### config.mk
export PLATFORM = sky130hd
export DESIGN_NAME = flash_write_op_control
export DESIGN_NICKNAME = d
export VERILOG_FILES = /design/src/flash_op_pkg.sv /design/src/flash_write_op_control.sv /design/src/op_select_decode.sv /design/src/prot_range_check.sv
export SDC_FILE = /design/constraint.sdc
export NUM_CORES = 1
export LEC_CHECK = 0
export BUFFER_PORTS_ARGS = -buffer_cell sky130_fd_sc_hd__clkbuf_2
export CAP_MARGIN = 25
export CORE_MARGIN = 2
export CORE_UTILIZATION = 51
export DETAILED_ROUTE_END_ITERATION = 8
export PLACE_DENSITY = 0.81
export SETUP_SLACK_MARGIN = 0.1
export SYNTH_ARGS = -nofsm -noshare
export SYNTH_HDL_FRONTEND = slang
export SYNTH_SLANG_ARGS = --single-unit
### constraint.sdc
create_clock -name clock -period 3.9 [get_ports clock]
set_input_delay 0 -clock clock [delete_from_list [all_inputs] [get_ports clock]]
set_output_delay 0 -clock clock [all_outputs]
set_load 0.02 [all_outputs]
### src/flash_op_pkg.sv
// Purpose: Shared constants and types of the flash write-operation command register
// Assumes: 16-bit register, 24-bit flash addresses
// Notes:   Bit positions and ranges are named here once
package flash_op_pkg;
    localparam int          ADDR_W        = 24;
    localparam logic [23:0] CMD_OFFSET    = 24'h0e0002;
    localparam logic [15:0] CMD_RESET     = 16'h0000;
    // Launch, suspend, four selections and module select; others reserved
    localparam logic [15:0] CMD_WRITABLE  = 16'hf980;
    localparam logic [15:0] CMD_SEL_MASK  = 16'h3980;
    localparam int          LAUNCH_POS    = 15;
    localparam int          SUSPEND_BIT_POS      = 14;
    localparam int          WPG_POS       = 13;
    localparam int          DOUBLE_WORD_PROGRAM_SELECT_POS      = 12;
    localparam int          SER_POS       = 11;
    localparam int          SPR_POS       = 8;
    localparam int          MODULE_SELECT_POS      = 7;
    localparam logic [23:0] PROT_LO       = 24'h0edfb0;
    localparam logic [23:0] PROT_HI       = 24'h0edfbf;
    localparam logic [7:0]  ERASED_BYTE   = 8'hff;
    localparam logic [7:0]  PREPROG_BYTE  = 8'h00;
    localparam logic [15:0] INVALID_DATA  = 16'h0000;

    typedef enum logic [2:0] {OP_NONE, OP_WORD, OP_DWORD, OP_ERASE, OP_PROT} op_kind_t;
    typedef enum logic [2:0] {PH_IDLE, PH_WORD, PH_DWORD, PH_PREPROG, PH_ERASE,
                              PH_PROT} phase_t;

    typedef struct packed {
        logic              write;
        logic              read;
        logic [ADDR_W-1:0] addr;
        logic [1:0]        be;
        logic [15:0]       wdata;
    } reg_req_t;

    typedef struct packed {
        logic       start;
        logic       halt;
        phase_t     phase;
        logic       module_sel;
        logic [7:0] fill_byte;
    } array_cmd_t;
endpackage

### src/flash_write_op_control.sv
// Purpose: Command register and sequencer for flash program, erase and protection writes
// Assumes: Register port and flash array engine are synchronous to clock
// Notes:   Read data and all outputs appear one cycle after the request
//
// Contract
// - Module select zero targets extension flash, one targets internal flash.
// - Module select clears itself when the write operation ends.
// - Protection set programs zeros over ones from loaded address and data.
// - Protection set with address outside protection window raises sequence error.
// - Protection select bit clears itself at completion.
// - Sector erase sets selected sectors to all ones; software selects one bank.
// - Erase first pre-programs selected sectors to zeros automatically.
// - Sector erase select bit clears itself at completion.
// - Double-word program writes 64 bits at an even-word address.
// - Double-word select bit clears itself at completion.
// - Word program writes 32 bits at the loaded address.
// - Word select bit clears itself at completion.
// - Suspend halts program or erase, returns bank to read, clears busy.
// - In program suspend only reads and program resume are accepted.
// - In erase suspend: reads, erase resume, programs; nested program unsuspendable.
// - Operations begin only when software sets the launch bit.
// - Launch bit clears itself at operation end or suspend.
// - No launch is accepted while the error flag is high.
// - Software writing zero to launch leaves it unchanged.
// - Test block erase is refused outside bootstrap mode; visible only in bootstrap mode.
// - Launch sets the lock; locked registers read invalid, ignore writes except the suspend bit.
// - Only one write operation runs at a time.
module flash_write_op_control
    import flash_op_pkg::*;
(
    input  wire logic              clock,
    input  wire logic              reset_n,
    input  reg_req_t               reg_req,
    input  wire logic              error_flag,
    input  wire logic [ADDR_W-1:0] target_address,
    input  wire logic              test_block_selected,
    input  wire logic              bootstrap_mode,
    input  wire logic              array_done,
    output logic [15:0]            reg_rdata,
    output logic                   read_invalid,
    output logic                   register_lock,
    output logic                   bank_busy,
    output logic                   sequence_error_set,
    output logic                   program_suspended,
    output logic                   erase_suspended,
    output logic                   test_block_visible,
    output array_cmd_t             array_cmd
);
    typedef enum logic [2:0] {S_IDLE, S_PROG_W, S_PROG_D, S_PREPROG, S_ERASE,
                              S_PROT} op_state_t;

    typedef struct packed {
        logic [15:0] cmd;
        op_state_t   st;
        op_state_t   resume_st;
        logic        prog_suspend_bit;
        logic        erase_suspend_bit;
        logic        nested;
        logic        lock;
        logic        busy;
        logic [15:0] rdata;
        logic        rd_invalid;
        logic        seq_err;
        logic        tb_visible;
        array_cmd_t  arr;
    } state_t;

    state_t      q;
    state_t      next_q;
    logic        wr;
    logic [15:0] merged;
    op_kind_t    kind;
    logic        in_range;
    logic        launch_req;
    logic        accept;
    logic        suspend_now;
    logic        finish;

    function automatic logic [15:0] merge(input logic [15:0] old, input logic [15:0] wd,
                                          input logic [1:0] be);
        merge = old;
        if (be[1]) merge[15:8] = wd[15:8];
        if (be[0]) merge[7:0] = wd[7:0];
    endfunction

    function automatic phase_t phase_of(input op_state_t s);
        case (s)
            S_PROG_W:  phase_of = PH_WORD;
            S_PROG_D:  phase_of = PH_DWORD;
            S_PREPROG: phase_of = PH_PREPROG;
            S_ERASE:   phase_of = PH_ERASE;
            S_PROT:    phase_of = PH_PROT;
            default:   phase_of = PH_IDLE;
        endcase
    endfunction

    function automatic op_state_t first_state(input op_kind_t k);
        case (k)
            OP_WORD:  first_state = S_PROG_W;
            OP_DWORD: first_state = S_PROG_D;
            OP_ERASE: first_state = S_PREPROG;
            OP_PROT:  first_state = S_PROT;
            default:  first_state = S_IDLE;
        endcase
    endfunction

    assign wr     = reg_req.write && (reg_req.addr == CMD_OFFSET);
    assign merged = merge(q.cmd, reg_req.wdata, reg_req.be) & CMD_WRITABLE;

    op_select_decode u_decode (
        .cmd  (merged),
        .kind (kind)
    );

    prot_range_check u_range (
        .addr     (target_address),
        .in_range (in_range)
    );

    // Only a rising write of launch counts; a written zero never clears it
    assign launch_req = wr && merged[LAUNCH_POS] && !q.cmd[LAUNCH_POS];
    // Suspend must be writable while locked, otherwise a running job could never halt
    assign suspend_now = wr && reg_req.be[1] && reg_req.wdata[SUSPEND_BIT_POS] && !q.nested
                         && (q.st inside {S_PROG_W, S_PROG_D, S_PREPROG, S_ERASE})
                         && !array_done;
    assign finish = array_done && (q.st != S_IDLE) && (q.st != S_PREPROG);

    always_comb begin
        next_q            = q;
        next_q.arr.start  = 1'b0;
        next_q.arr.halt   = 1'b0;
        next_q.seq_err    = 1'b0;
        next_q.rd_invalid = 1'b0;
        next_q.tb_visible = bootstrap_mode;
        accept            = 1'b0;
        if (reg_req.read && (reg_req.addr == CMD_OFFSET)) begin
            next_q.rdata      = q.lock ? INVALID_DATA : q.cmd;
            next_q.rd_invalid = q.lock;
        end
        if (wr && !q.lock) begin
            next_q.cmd             = merged;
            next_q.cmd[LAUNCH_POS] = q.cmd[LAUNCH_POS];
        end else if (wr && reg_req.be[1]) begin
            next_q.cmd[SUSPEND_BIT_POS] = reg_req.wdata[SUSPEND_BIT_POS];
        end
        if (q.st == S_IDLE && launch_req && !q.lock && !error_flag
            && !merged[SUSPEND_BIT_POS] && kind != OP_NONE) begin
            if (q.prog_suspend_bit) begin
                // Only the suspended program may restart
                accept = first_state(kind) == q.resume_st;
            end else if (q.erase_suspend_bit) begin
                accept = (kind == OP_ERASE) || (kind == OP_WORD) || (kind == OP_DWORD);
            end else if (kind == OP_ERASE && test_block_selected && !bootstrap_mode) begin
                next_q.seq_err = 1'b1;
            end else if (kind == OP_PROT && !in_range) begin
                next_q.seq_err = 1'b1;
                next_q.cmd     = merged & ~CMD_SEL_MASK & ~16'(1 << LAUNCH_POS);
            end else begin
                accept = 1'b1;
            end
        end
        if (accept) begin
            next_q.cmd[LAUNCH_POS] = 1'b1;
            next_q.lock            = 1'b1;
            next_q.busy            = 1'b1;
            next_q.arr.start       = 1'b1;
            next_q.arr.module_sel  = merged[MODULE_SELECT_POS];
            next_q.st              = first_state(kind);
            if (q.prog_suspend_bit) begin
                next_q.prog_suspend_bit = 1'b0;
            end else if (q.erase_suspend_bit && kind == OP_ERASE) begin
                next_q.erase_suspend_bit = 1'b0;
                next_q.st         = q.resume_st;
            end else if (q.erase_suspend_bit) begin
                next_q.nested = 1'b1;
            end
            next_q.arr.phase     = phase_of(next_q.st);
            next_q.arr.fill_byte = (next_q.st == S_PREPROG) ? PREPROG_BYTE : ERASED_BYTE;
        end
        case (q.st)
            S_IDLE: begin
            end
            S_PREPROG: begin
                if (array_done) begin
                    // Zeros first so every cell erases from the same level
                    next_q.st            = S_ERASE;
                    next_q.arr.start     = 1'b1;
                    next_q.arr.phase     = PH_ERASE;
                    next_q.arr.fill_byte = ERASED_BYTE;
                end
            end
            S_PROG_W, S_PROG_D, S_ERASE, S_PROT: begin
            end
            default: next_q.st = S_IDLE;
        endcase
        if (finish) begin
            next_q.cmd             = next_q.cmd & ~CMD_SEL_MASK;
            next_q.cmd[LAUNCH_POS] = 1'b0;
            next_q.lock            = 1'b0;
            next_q.busy            = 1'b0;
            next_q.nested          = 1'b0;
            next_q.st              = S_IDLE;
            next_q.arr.phase       = PH_IDLE;
        end else if (suspend_now) begin
            next_q.cmd[LAUNCH_POS] = 1'b0;
            next_q.arr.halt        = 1'b1;
            next_q.lock            = 1'b0;
            next_q.busy            = 1'b0;
            next_q.resume_st       = q.st;
            next_q.prog_suspend_bit       = q.st inside {S_PROG_W, S_PROG_D};
            next_q.erase_suspend_bit      = q.st inside {S_PREPROG, S_ERASE};
            next_q.st              = S_IDLE;
            next_q.arr.phase       = PH_IDLE;
        end
    end

    always_ff @(posedge clock or negedge reset_n) begin
        if (!reset_n) begin
            q       <= '0;
            q.cmd   <= CMD_RESET;
            q.st    <= S_IDLE;
            q.resume_st <= S_IDLE;
            q.arr.phase <= PH_IDLE;
        end else begin
            q <= next_q;
        end
    end

    assign reg_rdata          = q.rdata;
    assign read_invalid       = q.rd_invalid;
    assign register_lock      = q.lock;
    assign bank_busy          = q.busy;
    assign sequence_error_set = q.seq_err;
    assign program_suspended  = q.prog_suspend_bit;
    assign erase_suspended    = q.erase_suspend_bit;
    assign test_block_visible = q.tb_visible;
    assign array_cmd          = q.arr;
endmodule // flash_write_op_control

### src/op_select_decode.sv
// Purpose: Turns the selection bits of the command word into one operation kind
// Assumes: Exactly one selection bit is valid
// Notes:   Several bits at once give OP_NONE so no launch is taken
module op_select_decode
    import flash_op_pkg::*;
(
    input  wire logic [15:0] cmd,
    output op_kind_t         kind
);
    logic [2:0] count;

    always_comb begin
        count = 3'(cmd[WPG_POS]) + 3'(cmd[DOUBLE_WORD_PROGRAM_SELECT_POS]) + 3'(cmd[SER_POS]) + 3'(cmd[SPR_POS]);
        kind  = OP_NONE;
        if (count == 3'h1) begin
            if (cmd[WPG_POS])       kind = OP_WORD;
            else if (cmd[DOUBLE_WORD_PROGRAM_SELECT_POS]) kind = OP_DWORD;
            else if (cmd[SER_POS])  kind = OP_ERASE;
            else                    kind = OP_PROT;
        end
    end
endmodule // op_select_decode

### src/prot_range_check.sv
// Purpose: Tells whether a target address lies in the protection register window
// Assumes: Address is the full flash address
// Notes:   Pure combinational compare
module prot_range_check
    import flash_op_pkg::*;
(
    input  wire logic [ADDR_W-1:0] addr,
    output logic                   in_range
);
    assign in_range = (addr >= PROT_LO) && (addr <= PROT_HI);
endmodule // prot_range_check
==> key figures <==
Worst setup path
  • Crit end category: flop
  • Reg2Reg Depth: 11
  • Worst path required time: 4.14 ns
  • Reg2reg setup slack: around 0.24 ns
  • Reg-to-reg startpoint: q[57]$_DFF_PN0_
  • CP max FO: 10
  • Startpoint types: flop
  • Crit Path Class: flop to flop
  • Arrival @ worst endpoint: about 4 ns
  • Worst r2r dst: array_cmd[8]$_DFFE_PN0N_

Clocking
  • Worst skew pair latency: approximately 0.35 ns
  • Worst-case clock buffer depth: 2
  • Root buffer cell: clkbuf_8
  • Post-CTS setup buffers: 0
  • CTS tree: built
  • CTS Buf Count: 9
  • Clock sink count: 59
  • H-tree depth: 3
  • Clock-pin slew on the worst setup and hold paths: around 0.080 ns

Yosys
  • Post-synth EDFFs: 0
  • Post-synthesis instance area: between 0.003 and 0.004 mm2
  • Mapped Avg Cell Area: approximately 9.5 um2
  • Top cells by count, synth: 59 x dfrtp_1, 45 x nand2_1, 32 x buf_4, 32 x o21ai_0, 18 x nor2_1
  • Most frequent cell after synthesis: dfrtp_1
  • Largest cells by area after synthesis: dfrtp_1 45%, buf_4 7.3%, nand2_1 5.1%
  • Ys Warns: 0
  • Top cell type's share of synthesized area: between 40 and 50%
  • Dominant synthesized flop cell: dfrtp_1
  • Cell taking the most area after synthesis: dfrtp_1
  • Netlist cell types: 57
  • Asr flop ratio synth: 100%
  • Cells after Synth: approximately 350
  • Post-Syn Nets: roughly 420
  • Register area share after synthesis: between 40 and 50%
  • Flops & latches, synth: 59

Min path
  • Worst min path class: input port to flop
  • Cells on Worst Hold Path: 4
  • Worst Hold Endpoint: q[42]$_DFF_PN0_
  • Hold_sp: array_done

Floorplanning
  • Chip Width: between 80 and 90 um
  • Row cnt: 29
  • I/O pin total: 111
  • Core area: ~0.0063 mm2
  • Die area: between 0.007 and 0.008 mm2
  • Die height: around 84 um
  • Starting Density: 52.3%

Route
  • Via-to-Cell Ratio: 5.54
  • Iter 0 DRT Violations: 201
  • Detail Route Antenna Nets: 0
  • Post-Route WL: 8060 um
  • Drt pass-1 iters: 4
  • DR vias: 2830
  • WL/cell: 15.8 um
  • DR DRC count: 0

Global routing
  • Vias in the first global route: between 2k and 3k
  • Congestion Overflow GR: 0
  • Largest net degree at the start of global routing: 60
  • First-pass GRT wire length: about 13000 um
  • Total Routing Usage GR: between 20% and 30%
  • Initial antenna violation count: 0

Finish
  • Layout Nets: slightly above 500
  • Synth-to-Final Area Change: 21.0%
  • Share of cells above drive strength 1: between 30% and 40%
  • Multi-input gate area in the final layout: 0.00148 mm2
  • FILL cells: 506
  • FF+latch area: 0.00148 mm2
  • Design area: roughly 0.0040 mm2
  • N_diodes: 0

Placement
  • Routability Congestion: a little under 1
  • Hpwl dp: 5820 um
  • # port buffers: between 90 and 100
  • DP Worst Slack: about 0.17 ns
  • Area after DPL: 0.00367 mm2

STA
  • Rel. slew slack: 34.6%
  • Minimum clock period: between 3 and 4 ns
  • Final Max Slew Viols: 0
  • Setup ws final: approximately 0.24 ns
  • Fin crit share: a little over nine tenths
  • Final setup violation count: 0
  • RSZ-0062 raised after global routing: false
  • Final Hold Fails: 0
  • Worst-case hold slack: roughly 0.048 ns
  • Setup TNS: 0 ns
  • Clock skew: roughly 0.012 ns
  • Worst-Margin Slew: approximately 0.97 ns
  • Max Clk Rate: between 0.2 and 0.3 GHz

Run
  • # Max-Cap Violations: 0

Power
  • Leak: approximately 1.9 nW
  • PD cells: approximately 350 mW/mm2
  • Peak supply drop: approximately 250 uV

Outcome
  • Status: complete, no violations
[stage by stage]
step	utilization [%]	std cells	total power [mW]
final	63.2	511	1.40
after CTS	62.9	511	1.40
after global routing	63.2	511	1.45
after detailed placement	58.4	489	0.766
after global placement	58.2	488	0.762
after floorplan	-	346	0.697
[worst max-delay path by stage]
stage | start | slack (ns) | depth (start not counted) | to
after detailed placement | q[57]$_DFF_PN0_ | 0.17 | 11 | array_cmd[8]$_DFFE_PN0N_
after global routing | q[57]$_DFF_PN0_ | 0.10 | 11 | array_cmd[8]$_DFFE_PN0N_
after global placement | q[57]$_DFF_PN0_ | 0.28 | 11 | array_cmd[8]$_DFFE_PN0N_
final | q[57]$_DFF_PN0_ | 0.24 | 11 | array_cmd[8]$_DFFE_PN0N_
after floorplan | q[56]$_DFF_PN0_ | 0.40 | 12 | array_cmd[8]$_DFFE_PN0N_
after CTS | q[57]$_DFF_PN0_ | 0.16 | 12 | array_cmd[6]$_DFF_PN0_
[state kept, by name, summed over array words and instances (netlist names)]
name                count
q                      23
reg_rdata              16
array_cmd              14
erase_suspended         1
program_suspended       1
read_invalid            1
register_lock           1
sequence_error_set      1
test_block_visible      1
[critical path, cell delays in order, from the launching register on]
cell     delay [ns]
dfrtp_1        0.44
mux2i_4        0.27
inv_1          0.11
ha_1           0.32
fa_1           0.37
ha_1           0.35
nor3b_4        0.31
nand2_4        0.12
a311o_1        0.38
and3b_2        0.30
or2_1          0.28
mux2_4         0.30
[report_power, final]
part           switching, mW  total [mW]  leakage, nW  internal [mW]
combinational         0.0767       0.144         1.01         0.0675
sequential           0.00553       0.619        0.816          0.614
clock                  0.272       0.635        0.114          0.364
total                  0.354        1.40         1.94           1.04
[repair_timing]
item	CTS	global route
hold endpoints to repair	62	0
resized for setup	0	4
hold buffers	6	0
setup endpoints to repair	0	17
[cell usage in the layout, fill, tap and decap left out, types with 3 or more instances in the layout]
| cell type | synthesis | layout |
|---|---|---|
| inv_1 | 9 | 9 |
| a211oi_1 | 4 | 4 |
| mux2i_1 | 4 | 4 |
| nand3_1 | 7 | 7 |
| o31ai_1 | 3 | 3 |
| nand4b_1 | 5 | 5 |
| dfrtp_1 | 59 | 59 |
| a21oi_1 | 10 | 10 |
| clkbuf_2 | 0 | 97 |
| clkbuf_8 | 0 | 9 |
| o21ai_1 | 3 | 3 |
| buf_4 | 32 | 12 |
| nor4b_1 | 5 | 5 |
| nor3_1 | 15 | 15 |
| mux2_2 | 6 | 6 |
| nor2b_1 | 14 | 14 |
| nor2_1 | 18 | 18 |
| clkinv_4 | 0 | 3 |
| nand2_1 | 45 | 45 |
| nor4_1 | 7 | 5 |
| nand4_1 | 6 | 6 |
| dlygate4sd3_1 | 0 | 6 |
| o21ai_0 | 32 | 32 |
| o21a_1 | 4 | 4 |
[cell families (layout without fill, tap and decap cells)]
family	after synthesis	count (layout)	synth area share, %
fa+ha+maj	3	3	1.37
compound gates	71	71	13.3
flops	59	59	45.0
mux	12	12	4.42
simple gates	143	143	24.7
xor+xnor	3	3	0.801
buf+inv	55	143	10.5
[metal layers]
metal / vias up / global-route usage, % / part of all wire (%)
met5: - / 0 / 0
met4: 0 / 11.4 / 2.0
met3: 16 / 4.82 / 5.4
met2: 98 / 40.3 / 49
met1: 1340 / 29.0 / 44
li1: 1376 / - / -
[cell type report]
cell class	count	area share, %
Clock buffer	9	3.12
Clock inverter	7	2.52
Inverter	11	1.04
Multi-Input combinational cell	232	37.3
Sequential cell	59	37.2
Tap cell	77	2.43
Timing Repair Buffer	116	16.4
Note: power is estimated with default switching activity, not from simulation.
